<file path="config.mk">
export PLATFORM = sky130hd
export DESIGN_NAME = oscr_regs
export DESIGN_NICKNAME = d
export VERILOG_FILES = /design/src/pkg/oscr_pkg.sv /design/src/core/oscr_regs.sv /design/src/core/oscr_serial.sv
export SDC_FILE = /design/constraint.sdc
export NUM_CORES = 1
export LEC_CHECK = 0
export BUFFER_PORTS_ARGS = -buffer_cell sky130_fd_sc_hd__buf_4
export CAP_MARGIN = 20
export CORE_ASPECT_RATIO = 0.6
export CORE_UTILIZATION = 55
export CTS_CLUSTER_SIZE = 24
export DETAILED_ROUTE_END_ITERATION = 10
export PLACE_DENSITY = 0.86
export SLEW_MARGIN = 15
export SYNTH_ARGS = -nofsm -noshare
export SYNTH_HDL_FRONTEND = slang
export SYNTH_SLANG_ARGS = --single-unit
</file>
<file path="constraint.sdc">
create_clock -name clk_sys -period 2.9 [get_ports clk_sys]
set_input_delay 0.145 -clock clk_sys [delete_from_list [all_inputs] [get_ports clk_sys]]
set_output_delay 0.145 -clock clk_sys [all_outputs]
set_load 0.02 [all_outputs]
</file>
<file path="src/pkg/oscr_pkg.sv">
// oscr_pkg: register map, field layout and encodings of the oscillator control bank
package oscr_pkg;
    // register pointer values seen on the serial port
    localparam logic [7:0] OSCR_OFF_BUS_ADDR = 8'h08;
    localparam logic [7:0] OSCR_OFF_IMG_REV = 8'h09;
    localparam logic [7:0] OSCR_OFF_DEVICE_CONTROL = 8'h0a;
    localparam logic [7:0] OSCR_OFF_SOFT_RST = 8'h48;
    // device_control field positions
    localparam int OSCR_BIT_PDN = 6;
    localparam int OSCR_BIT_TRIG = 1;
    localparam int OSCR_BIT_AUTO = 0;
    localparam int OSCR_RSV_LSB = 2;
    localparam int OSCR_RSV_W = 4;
    // soft reset register field position
    localparam int OSCR_BIT_SOFT_RST = 1;
    // reset values
    localparam logic [7:0] OSCR_RST_IMG_REV = 8'h00;
    localparam logic OSCR_RST_AUTO = 1'b1;
    localparam logic OSCR_RST_PDN = 1'b0;
    localparam logic [4:0] OSCR_RST_ADDR_HI = 5'h16;
    // low address bits from the three-level select pin
    localparam logic [1:0] OSCR_ASEL_LOW = 2'h0;
    localparam logic [1:0] OSCR_ASEL_FLOAT = 2'h1;
    localparam logic [1:0] OSCR_ASEL_HIGH = 2'h3;
    // serial port byte and bit-count layout
    localparam logic [3:0] OSCR_BITS_PER_BYTE = 4'h8;
    localparam logic [3:0] OSCR_LAST_BIT = 4'h7;
    // serial slave states
    typedef enum logic [3:0] {
        SL_IDLE, SL_ADDR, SL_ADDR_ACK, SL_PTR, SL_PTR_ACK,
        SL_WDATA, SL_WDATA_ACK, SL_RDATA, SL_RDATA_ACK
    } oscr_sl_state_t;
    // synthesizer sequencer states
    typedef enum logic [2:0] {
        SQ_LOAD, SQ_DECIDE, SQ_HALT, SQ_CAL, SQ_RUN, SQ_OFF
    } oscr_sq_state_t;
endpackage

</file>
<file path="src/core/oscr_regs.sv">
// oscr_regs: device control and identity registers with the synthesizer start sequencer
// Operation
// - upper five slave address bits from nonvolatile memory
// - select pin sets address low bits
// - revision copied at reset and commit
// - power-down bit gates automatic start
// - setting power-down stops synthesizer, resets calibration
// - clearing power-down restarts synthesizer and calibration
// - trigger rising edge starts calibration
// - trigger clears itself when calibration ends
// - auto-lock decides calibration during reset
// - auto-lock on: lock, then enable outputs
// - power-on, pin, soft bit reset device
// - auto-lock off: halt until host triggers
`timescale 1ns/100ps
module oscr_regs
    import oscr_pkg::*;
(
    input wire logic clk_sys,
    input wire logic rst,
    input wire logic scl_in,
    input wire logic sda_in,
    output logic sda_out,
    output logic sda_oe,
    input wire logic reset_pin_n,
    input wire logic addr_sel_high,
    input wire logic addr_sel_low,
    input wire logic nvm_ready,
    input wire logic nvm_commit_done,
    input wire logic [4:0] nvm_addr_hi,
    input wire logic [7:0] nvm_image_revision,
    input wire logic nvm_synth_powerdown,
    input wire logic nvm_auto_lock,
    input wire logic cal_done,
    output logic synth_enable,
    output logic cal_reset,
    output logic cal_start,
    output logic outputs_enable,
    output logic config_busy
);
    // pin synchronisers, second stage is the only reader of the first
    logic [1:0] rpin_sync_reg;
    logic [1:0] ahi_sync_reg;
    logic [1:0] alo_sync_reg;
    // register contents
    logic [4:0] addr_hi_reg, addr_hi_next;
    logic [1:0] addr_lo_reg, addr_lo_next;
    logic [7:0] rev_reg, rev_next;
    logic pdn_reg, pdn_next;
    logic auto_reg, auto_next;
    logic trig_reg, trig_next;
    logic [OSCR_RSV_W-1:0] rsv_reg, rsv_next;
    // sequencer and its outputs
    oscr_sq_state_t sq_reg, sq_next;
    logic start_reg, start_next;
    // serial port strobes
    logic [7:0] reg_addr, reg_wdata, reg_rdata;
    logic reg_wr, wr_ctl, wr_soft, dev_reset;
    logic [6:0] bus_address;
    logic [7:0] ctl_value;

    // three-level pin: both comparators quiet means floating
    function automatic logic [1:0] oscr_addr_sel(input logic hi, input logic lo);
        if (lo) begin
            return OSCR_ASEL_LOW;
        end else if (hi) begin
            return OSCR_ASEL_HIGH;
        end else begin
            return OSCR_ASEL_FLOAT;
        end
    endfunction

    // write strobe decode for one register
    function automatic logic oscr_hit(input logic wr, input logic [7:0] a, input logic [7:0] off);
        return wr && (a == off);
    endfunction

    // serial slave on the documented two-wire pins
    oscr_serial u_serial (
        .clk_sys(clk_sys),
        .rst(rst),
        .scl_in(scl_in),
        .sda_in(sda_in),
        .sda_out(sda_out),
        .sda_oe(sda_oe),
        .dev_addr(bus_address),
        .reg_addr(reg_addr),
        .reg_wdata(reg_wdata),
        .reg_wr(reg_wr),
        .reg_rdata(reg_rdata)
    );

    assign bus_address = {addr_hi_reg, addr_lo_reg};
    assign wr_ctl = oscr_hit(reg_wr, reg_addr, OSCR_OFF_DEVICE_CONTROL);
    assign wr_soft = oscr_hit(reg_wr, reg_addr, OSCR_OFF_SOFT_RST)
        && reg_wdata[OSCR_BIT_SOFT_RST];
    // pin low or soft bit both restart configuration
    assign dev_reset = ~rpin_sync_reg[1] | wr_soft;

    // control byte as read back; bit 7 reads zero
    always_comb begin
        ctl_value = '0;
        ctl_value[OSCR_BIT_PDN] = pdn_reg;
        ctl_value[OSCR_RSV_LSB +: OSCR_RSV_W] = rsv_reg;
        ctl_value[OSCR_BIT_TRIG] = trig_reg;
        ctl_value[OSCR_BIT_AUTO] = auto_reg;
    end

    // read mux; unmapped pointers read zero
    always_comb begin
        case (reg_addr)
            OSCR_OFF_BUS_ADDR: reg_rdata = {bus_address, 1'b0};
            OSCR_OFF_IMG_REV: reg_rdata = rev_reg;
            OSCR_OFF_DEVICE_CONTROL: reg_rdata = ctl_value;
            default: reg_rdata = '0;
        endcase
    end

    // next values of registers and sequencer
    always_comb begin
        addr_hi_next = addr_hi_reg;
        addr_lo_next = addr_lo_reg;
        rev_next = rev_reg;
        pdn_next = pdn_reg;
        auto_next = auto_reg;
        trig_next = trig_reg;
        rsv_next = rsv_reg;
        sq_next = sq_reg;
        start_next = 1'b0;
        // commit refreshes the revision at any time
        if (nvm_commit_done) begin
            rev_next = nvm_image_revision;
        end
        if (dev_reset) begin
            // every device reset re-enters configuration
            sq_next = SQ_LOAD;
            trig_next = 1'b0;
        end else begin
            // host writes; load state owns the stored fields
            if (wr_ctl && sq_reg != SQ_LOAD) begin
                pdn_next = reg_wdata[OSCR_BIT_PDN];
                auto_next = reg_wdata[OSCR_BIT_AUTO];
                rsv_next = reg_wdata[OSCR_RSV_LSB +: OSCR_RSV_W];
            end
            case (sq_reg)
                SQ_LOAD: begin
                    // stored image lands before the decision
                    if (nvm_ready) begin
                        addr_hi_next = nvm_addr_hi;
                        addr_lo_next = oscr_addr_sel(ahi_sync_reg[1], alo_sync_reg[1]);
                        rev_next = nvm_image_revision;
                        pdn_next = nvm_synth_powerdown;
                        auto_next = nvm_auto_lock;
                        sq_next = SQ_DECIDE;
                    end
                end
                SQ_DECIDE: begin
                    // trigger is not looked at here, auto-lock
                    if (pdn_reg) begin
                        sq_next = SQ_OFF;
                    end else if (auto_reg) begin
                        sq_next = SQ_CAL;
                        start_next = 1'b1;
                    end else begin
                        sq_next = SQ_HALT;
                    end
                end
                SQ_OFF: begin
                    // leaving power-down recalibrates
                    if (wr_ctl && !reg_wdata[OSCR_BIT_PDN]) begin
                        sq_next = SQ_CAL;
                        start_next = 1'b1;
                    end
                end
                SQ_HALT, SQ_CAL, SQ_RUN: begin
                    if (wr_ctl && reg_wdata[OSCR_BIT_PDN]) begin
                        // power-down aborts pending calibration
                        sq_next = SQ_OFF;
                        trig_next = 1'b0;
                    end else if (wr_ctl && reg_wdata[OSCR_BIT_TRIG] && !trig_reg) begin
                        // only a 0 to 1 write counts
                        sq_next = SQ_CAL;
                        start_next = 1'b1;
                        trig_next = 1'b1;
                    end else if (sq_reg == SQ_CAL && cal_done) begin
                        // finished: self-clear and release outputs
                        sq_next = SQ_RUN;
                        trig_next = 1'b0;
                    end
                end
                default: begin
                    sq_next = SQ_LOAD;
                end
            endcase
        end
    end

    // outputs decode the registered sequencer state; only cal_start is itself registered
    assign synth_enable = (sq_reg == SQ_CAL) || (sq_reg == SQ_RUN);
    assign cal_reset = (sq_reg == SQ_OFF) || (sq_reg == SQ_LOAD);
    assign cal_start = start_reg;
    assign outputs_enable = (sq_reg == SQ_RUN);
    assign config_busy = (sq_reg == SQ_LOAD) || (sq_reg == SQ_DECIDE);

    // state registers; power-on is the async reset
    always_ff @(posedge clk_sys or posedge rst) begin
        if (rst) begin
            rpin_sync_reg <= 2'h0;
            ahi_sync_reg <= 2'h0;
            alo_sync_reg <= 2'h0;
            addr_hi_reg <= OSCR_RST_ADDR_HI;
            addr_lo_reg <= OSCR_ASEL_LOW;
            rev_reg <= OSCR_RST_IMG_REV;
            pdn_reg <= OSCR_RST_PDN;
            auto_reg <= OSCR_RST_AUTO;
            trig_reg <= 1'b0;
            rsv_reg <= '0;
            sq_reg <= SQ_LOAD;
            start_reg <= 1'b0;
        end else begin
            rpin_sync_reg <= {rpin_sync_reg[0], reset_pin_n};
            ahi_sync_reg <= {ahi_sync_reg[0], addr_sel_high};
            alo_sync_reg <= {alo_sync_reg[0], addr_sel_low};
            addr_hi_reg <= addr_hi_next;
            addr_lo_reg <= addr_lo_next;
            rev_reg <= rev_next;
            pdn_reg <= pdn_next;
            auto_reg <= auto_next;
            trig_reg <= trig_next;
            rsv_reg <= rsv_next;
            sq_reg <= sq_next;
            start_reg <= start_next;
        end
    end
endmodule

</file>
<file path="src/core/oscr_serial.sv">
// oscr_serial: two-wire serial slave that turns bus traffic into register strobes
`timescale 1ns/100ps
module oscr_serial
    import oscr_pkg::*;
(
    input wire logic clk_sys,
    input wire logic rst,
    input wire logic scl_in,
    input wire logic sda_in,
    output logic sda_out,
    output logic sda_oe,
    input wire logic [6:0] dev_addr,
    output logic [7:0] reg_addr,
    output logic [7:0] reg_wdata,
    output logic reg_wr,
    input wire logic [7:0] reg_rdata
);
    // two-stage synchronisers; only stage two is looked at
    logic [1:0] scl_sync_reg;
    logic [1:0] sda_sync_reg;
    logic scl_prev_reg;
    logic sda_prev_reg;
    // protocol state
    oscr_sl_state_t st_reg, st_next;
    logic [3:0] cnt_reg, cnt_next;
    logic [7:0] sh_reg, sh_next;
    logic [7:0] ptr_reg, ptr_next;
    logic oe_reg, oe_next;
    logic nack_reg, nack_next;
    logic wr_reg, wr_next;
    // derived line events
    logic scl_s, sda_s, scl_rise, scl_fall, bus_start, bus_stop;

    // open drain: the line is only ever pulled low
    assign sda_out = 1'b0;
    assign sda_oe = oe_reg;
    assign reg_addr = ptr_reg;
    assign reg_wdata = sh_reg;
    assign reg_wr = wr_reg;

    assign scl_s = scl_sync_reg[1];
    assign sda_s = sda_sync_reg[1];
    assign scl_rise = scl_s & ~scl_prev_reg;
    assign scl_fall = ~scl_s & scl_prev_reg;
    // sda moving while scl high marks start or stop
    assign bus_start = scl_s & scl_prev_reg & sda_prev_reg & ~sda_s;
    assign bus_stop = scl_s & scl_prev_reg & ~sda_prev_reg & sda_s;

    // next-state logic of the slave
    always_comb begin
        st_next = st_reg;
        cnt_next = cnt_reg;
        sh_next = sh_reg;
        ptr_next = ptr_reg;
        oe_next = oe_reg;
        nack_next = nack_reg;
        wr_next = 1'b0;
        if (bus_stop) begin
            st_next = SL_IDLE;
            oe_next = 1'b0;
        end else if (bus_start) begin
            // repeated start keeps the pointer
            st_next = SL_ADDR;
            cnt_next = '0;
            oe_next = 1'b0;
        end else begin
            case (st_reg)
                SL_ADDR, SL_PTR, SL_WDATA: begin
                    if (scl_rise && cnt_reg != OSCR_BITS_PER_BYTE) begin
                        sh_next = {sh_reg[6:0], sda_s};
                        cnt_next = cnt_reg + 4'h1;
                    end else if (scl_fall && cnt_reg == OSCR_BITS_PER_BYTE) begin
                        oe_next = 1'b1;
                        if (st_reg == SL_ADDR) begin
                            // answer only our own address
                            if (sh_reg[7:1] == dev_addr) begin
                                st_next = SL_ADDR_ACK;
                                nack_next = sh_reg[0];
                            end else begin
                                st_next = SL_IDLE;
                                oe_next = 1'b0;
                            end
                        end else if (st_reg == SL_PTR) begin
                            ptr_next = sh_reg;
                            st_next = SL_PTR_ACK;
                        end else begin
                            wr_next = 1'b1;
                            st_next = SL_WDATA_ACK;
                        end
                    end
                end
                SL_ADDR_ACK, SL_PTR_ACK, SL_WDATA_ACK: begin
                    if (scl_fall) begin
                        cnt_next = '0;
                        oe_next = 1'b0;
                        if (st_reg == SL_ADDR_ACK && nack_reg) begin
                            // read direction: drive first data bit
                            st_next = SL_RDATA;
                            sh_next = reg_rdata;
                            oe_next = ~reg_rdata[7];
                        end else if (st_reg == SL_ADDR_ACK) begin
                            st_next = SL_PTR;
                        end else if (st_reg == SL_PTR_ACK) begin
                            st_next = SL_WDATA;
                        end else begin
                            // burst writes walk up the map
                            ptr_next = ptr_reg + 8'h01;
                            st_next = SL_WDATA;
                        end
                    end
                end
                SL_RDATA: begin
                    if (scl_fall) begin
                        cnt_next = cnt_reg + 4'h1;
                        if (cnt_reg == OSCR_LAST_BIT) begin
                            st_next = SL_RDATA_ACK;
                            oe_next = 1'b0;
                        end else begin
                            sh_next = {sh_reg[6:0], 1'b0};
                            oe_next = ~sh_reg[6];
                        end
                    end
                end
                SL_RDATA_ACK: begin
                    if (scl_rise) begin
                        // step early so read data settles before the fall
                        nack_next = sda_s;
                        ptr_next = ptr_reg + 8'h01;
                    end else if (scl_fall) begin
                        cnt_next = '0;
                        if (nack_reg) begin
                            st_next = SL_IDLE;
                        end else begin
                            st_next = SL_RDATA;
                            sh_next = reg_rdata;
                            oe_next = ~reg_rdata[7];
                        end
                    end
                end
                default: begin
                    st_next = SL_IDLE;
                    oe_next = 1'b0;
                end
            endcase
        end
    end

    // registers of the slave
    always_ff @(posedge clk_sys or posedge rst) begin
        if (rst) begin
            scl_sync_reg <= 2'h3;
            sda_sync_reg <= 2'h3;
            scl_prev_reg <= 1'b1;
            sda_prev_reg <= 1'b1;
            st_reg <= SL_IDLE;
            cnt_reg <= '0;
            sh_reg <= '0;
            ptr_reg <= '0;
            oe_reg <= 1'b0;
            nack_reg <= 1'b0;
            wr_reg <= 1'b0;
        end else begin
            scl_sync_reg <= {scl_sync_reg[0], scl_in};
            sda_sync_reg <= {sda_sync_reg[0], sda_in};
            scl_prev_reg <= scl_s;
            sda_prev_reg <= sda_s;
            st_reg <= st_next;
            cnt_reg <= cnt_next;
            sh_reg <= sh_next;
            ptr_reg <= ptr_next;
            oe_reg <= oe_next;
            nack_reg <= nack_next;
            wr_reg <= wr_next;
        end
    end
endmodule

</file>
Word level (Yosys, flattened, before mapping)
Cells that the tools add are included.
{ "totals": {"regBits": 65, "latch_bits": 0, "ramBits": 0, "mem_bits_ro": 0, "in_bits": 25, "out_inout_bits": 7, "mem_count": 0} }
{ "op_classes": {"add_sub_neg": 2, "mul": 0, "n_div": 0, "order_cmp": 0, "n_eq_ne": 53, "shift": 0, "muxes": 102, "n_bitwise": 18, "reduce_logical": 38} }
{ "op_table": {"columns": ["cell", "count"], "rows": [
  ["$mux 8", 21],
  ["$mux 4", 16],
  ["$pmux 8 s3", 2],
  ["$mux 1", 43],
  ["$pmux 4 s4", 2],
  ["$pmux 8 s4", 1],
  ["$mux 3", 9],
  ["$eq 8x4->1 const B", 3],
  ["$eq 4x3->1 const B", 5],
  ["$ne 2x1->1 const B", 10],
  ["$ne 4x1->1 const B", 5],
  ["$ne 2x2->1 const B", 8],
  ["$reduce_and 7->1", 2],
  ["$logic_and 1x1->1", 12],
  ["$ne 4x4->1 const B", 3],
  ["$pmux 3 s4", 1],
  ["$reduce_and 12->1", 1],
  ["$reduce_and 11->1", 1],
  ["$not 1->1", 10],
  ["$ne 3x3->1 const B", 3],
  ["$reduce_or 3->1", 3],
  ["$add 8x1->8 const B", 1],
  ["$eq 4x2->1 const B", 2],
  ["$eq 4x4->1 const B", 2],
  ["27 further kinds", 47]
]} }

Logic depth before layout (Yosys ltp)
{ "depth": {"word_depth": 9, "depth_mapped": 9, "depth_no_buf": 7} }

By module
A second synthesis with hierarchy kept.
{ "unflattened": {"cells_unflattened": 386, "area_unflattened_um2": 3847.4} }
{ "by_module_without_submodules": {"columns": ["module", "instances", "cells_per_inst", "area_per_inst_um2", "seq_area_each_um2"], "rows": [
  ["oscr_serial", 1, 230, 2212.1, 833.3],
  ["oscr_regs", 1, 156, 1635.3, 805.8]
]} }

Worst setup path after synthesis
No wires, ideal clock.
{ "synth_path": {"path_kind": "register to register", "from": "register u_serial.ptr_reg[0] (netlist: u_serial.reg_addr[0])", "to": "register rsv_reg[0]", "t_arrival_ns": 2.072, "path_slack_ns": 0.704, "stages_incl_launch_ff": 8, "n_path_buf": 1, "synth_period_minus_slack_ns": 2.196, "cell_sequence": "dfrtp_1 inv_1 ha_1 clkbuf_1 nand4b_1 or2_1 nor3_4 mux2_2"} }
{ "synth_between": {"elab_chain_cells": 6} }
{ "synth_rtl": {"columns": ["item", "line", "source"], "rows": [
  ["from (decl)", "oscr_serial.sv:27", "logic [7:0] ptr_reg, ptr_next;"],
  ["from (signal assigned)", "oscr_serial.sv:170", "ptr_reg <= ptr_next;"],
  ["$eq 8x7->1", "oscr_regs.sv:75", "return wr && (a == off);"],
  ["$logic_and 1x1->1", "oscr_regs.sv:75", null],
  ["$logic_and 1x1->1", "oscr_regs.sv:96", "&& reg_wdata[OSCR_BIT_SOFT_RST];"],
  ["$or 1x1->1", "oscr_regs.sv:98", "assign dev_reset = ~rpin_sync_reg[1] | wr_soft;"],
  ["$not 1->1 (no line)", null, null],
  ["$reduce_and 2->1 (no line) (*)", null, null],
  ["to (signal assigned)", "oscr_regs.sv:230", "rsv_reg <= rsv_next;"],
  ["to (decl)", "oscr_regs.sv:52", "logic [OSCR_RSV_W-1:0] rsv_reg, rsv_next;"]
]} }
Every way passes the cells marked *; elsewhere a longest branch is shown, timed or not.
A chain may end at the register's enable or synchronous reset.

Worst setup path in the final report
Same ends and word-level chain as after synthesis.

==> impl_metrics.env <==
export IMPL_synth_top_area_cell="dfrtp_1"
export IMPL_status="complete, but fails checks"
export IMPL_fin_crit_sh_pct=88.3
export IMPL_cp_required_ns=3.12
export IMPL_pwr_density_cell_nw_per_um2=1000
export IMPL_total_power_mw=4.66
export IMPL_yosysSeqAreaShare_pct=41.0
export IMPL_dp_cells=534
export IMPL_top_usage_layer="met1"
export IMPL_path_clk_slew_ns=0.06
export IMPL_drtPass1Iterations=9
export IMPL_dp_final_hpwl_um=7580
export IMPL_drtIter0Drc=578
export IMPL_cts_sinks=65
export IMPL_dr_total_vias=3665
export IMPL_clockRootBuffer="clkbuf_16"
export IMPL_power_net_switching_mw=2.05
export IMPL_synth_avg_cell_area_um2=9.30
export IMPL_crit_type="reg2reg"
export IMPL_ys_flop_type="dfrtp_1"
export IMPL_clkPwrFrac_pct=21.6
export IMPL_io_buffer_count=30
export IMPL_p_sw_share_pct=44.0
export IMPL_p_leak_nw=1.98
export IMPL_cts_tree="done"
export IMPL_drc=1
export IMPL_vias_per_cell=6.57
export IMPL_synth_seq_cells=65
export IMPL_grt_antenna_before_repair=0
export IMPL_max_cap_violations=0
export IMPL_cts_htree_levels=3
export IMPL_drv_slew=0
export IMPL_syn_nets=461
export IMPL_path_buf_inv=1
export IMPL_routabilityCongestion=1.10
export IMPL_critPathMaxStageDelay_ns=0.44
export IMPL_grtUsageTotal_pct=29.1
export IMPL_hp_class="in2reg"
export IMPL_synth_edf_count=0
export IMPL_coreArea_um2=6850
export IMPL_finalCriticalPeriod_ns=2.56
export IMPL_worst_path_max_fanout=9
export IMPL_numCtsBuffers=9
export IMPL_overflow=0
export IMPL_diodes=0
export IMPL_power_frac_comb_pct=43.7
export IMPL_final_cells=558
export IMPL_syn2layout_area_growth_pct=16.7
export IMPL_clk_latency_ns=0.34
export IMPL_fin_nets=497
export IMPL_slew_headroom_pct=49.7
export IMPL_power_frac_seq_pct=34.7
export IMPL_avgRoutedWirePerCell_um=18.9
export IMPL_critPathTopFamily="simple AND/OR/NAND/NOR gates"
export IMPL_worstSetupStartpointType="register"
export IMPL_crit_chain="inv_1 > ha_1 > nand4b_1 > or2_1 > nor3_4 > mux2_2"
export IMPL_setup_viol_count_final=0
export IMPL_ys_top_cells_by_area="dfrtp_1 34%, dfstp_2 6.6%, nand2_1 4.9%"
export IMPL_use_met2_pct=41.1
export IMPL_max_freq_ghz=0.390
export IMPL_clk_path_buf_depth=2
export IMPL_synth_area_um2=4000
export IMPL_die_h_um=68.0
export IMPL_finalHoldViolations=0
export IMPL_setup_tns_final_ns=0
export IMPL_postRouteAntennaNets=0
export IMPL_post_cts_buffers=0
export IMPL_irDropWorstVdd_v=0.000546
export IMPL_rsz0062_at_grt="no"
export IMPL_drive_above_1_share_pct=19.1
export IMPL_syn_inst=430
export IMPL_clock_skew_ns=0.00924
export IMPL_num_rows=23
export IMPL_tightestPinTransition_ns=0.747
export IMPL_cts_resized=0
export IMPL_postCtsHoldBufs=8
export IMPL_synth_warnings=0
export IMPL_fillers=483
export IMPL_io_pins=32
export IMPL_synth_most_common_cell="dfrtp_1"
export IMPL_grt_pass1_vias=3266
export IMPL_initial_core_util_pct=58.4
export IMPL_routed_wl_um=10500
export IMPL_dieWidth_um=112
export IMPL_synthDistinctLibCells=74
export IMPL_synth_commonest_cells="55 x dfrtp_1, 52 x nand2_1, 28 x a21oi_1"
export IMPL_cp_end_kind="register"
export IMPL_crit_path_top_delay_cell="dfrtp_1"
export IMPL_met1_usage_pct=42.4
export IMPL_synthArstFlopShare_pct=100
export IMPL_cp_data_arrival_time_ns=2.78
export IMPL_synth_top_area_share_pct=34.4
export IMPL_dieArea_um2=7620
export IMPL_grt_pass1_wl_um=16800
export IMPL_violations="design-rule violations"
export IMPL_grt_max_degree=41
export IMPL_internal_power_mw=2.61
export IMPL_met3_usage_pct=10.7
## routing by layer
metal | vias to the layer above | routed length [µm] | part of all wire, %
li1 | 1672 | - | -
met3 | 26 | 1510 | 14
met1 | 1706 | 4510 | 43
met4 | 0 | 147 | 1.4
met2 | 261 | 4350 | 41
met5 | - | 0 | 0
## worst register-to-register path: stages (launching register included)
cell and delay, ns:
dfrtp_1 0.44, inv_1 0.11, ha_1 0.42, nand4b_1 0.32
or2_1 0.37, nor3_4 0.39, mux2_2 0.39
## power groups by stage
stage	clock network [mW]	registers, mW	logic (mW)
floorplan	0	1.40	1.59
detailed placement	0	1.61	1.95
global route	1.06	1.65	2.22
CTS	1.02	1.59	1.98
global placement	0	1.59	1.90
finish	1.01	1.62	2.04
## cell type report
type | instances | area [µm²] | share of cell area, %
Clock inverter | 7 | 55.1 | 1.18
Clock buffer | 9 | 225 | 4.83
Multi-Input combinational cell | 323 | 2180 | 46.8
Inverter | 19 | 71.3 | 1.53
Tap cell | 87 | 109 | 2.33
Timing Repair Buffer | 48 | 380 | 8.15
Sequential cell | 65 | 1640 | 35.1
## kinds of logic after synthesis
| family | count (synthesis) | synth area share [%] |
|---|---|---|
| buffers and inverters | 42 | 4.35 |
| other | 1 | 0.0938 |
| AO/OA/AOI/OAI | 127 | 22.3 |
| XOR/XNOR | 11 | 2.41 |
| AND/OR/NAND/NOR | 155 | 21.5 |
| adder cells (fa/ha/maj) | 7 | 2.13 |
| multiplexers | 22 | 6.17 |
| flip-flops | 65 | 41.0 |
## metrics by stage
stage | utilization, % | setup slack, ns | instance area [µm²] | hold slack [ns]
after floorplan | - | 0.704 | 4000 | 0.149
after global placement | 62.8 | 0.518 | 4300 | 0.217
after detailed placement | 62.8 | 0.418 | 4300 | 0.219
after CTS | 68.1 | 0.413 | 4660 | 0.00396
after global routing | 68.1 | 0.213 | 4660 | 0.0140
final | 68.1 | 0.338 | 4660 | 0.0214
## path summary, 6_finish.rpt
check                                                  from                          end  slack [ns]  cells after the start
max in group asynchronous                               rst  u_serial.sda_oe$_DFFE_PP0P_        2.02                      4
max                        u_serial.reg_addr[0]$_DFFE_PP0P_       rsv_reg[0]$_DFFE_PP0P_        0.34                      6
min                                          nvm_addr_hi[4]   addr_hi_reg[4]$_DFFE_PP1P_        0.02                      3
max reg2reg                u_serial.reg_addr[0]$_DFFE_PP0P_       rsv_reg[0]$_DFFE_PP0P_        0.34                      6
min in group asynchronous                               rst         rev_reg[7]$_DFF_PP0_        0.42                      4
min reg2reg                      rpin_sync_reg[0]$_DFF_PP0_   rpin_sync_reg[1]$_DFF_PP0_        0.35                      0
## cells in the final DEF (no fill, tap or decap), types with 3 or more instances in the layout
master         count
nand3b_1           3
dfrtp_1           55
inv_1             18
o22ai_1            4
o41ai_1            3
and3_1             3
a22oi_1            4
ha_1               6
a211oi_1           7
nand2b_1           5
buf_4             40
xnor2_1            7
a21oi_1           28
nor2b_1           11
dlygate4sd3_1      8
mux2_2             7
a21o_1             7
o21ai_0           21
o31ai_1            6
o211ai_1           3
a31oi_1            6
a222oi_1           7
nor2_1            25
clkbuf_16          9
a2111oi_0          3
nand3_1           11
xor2_1             4
nor3b_1            3
mux2_1            14
nand2_1           52
nor4_1             4
dfstp_2           10
nor3_1             8
or3_1              5
nand4_1            5
o21ai_1            6
(Power assumes the default switching activity.)
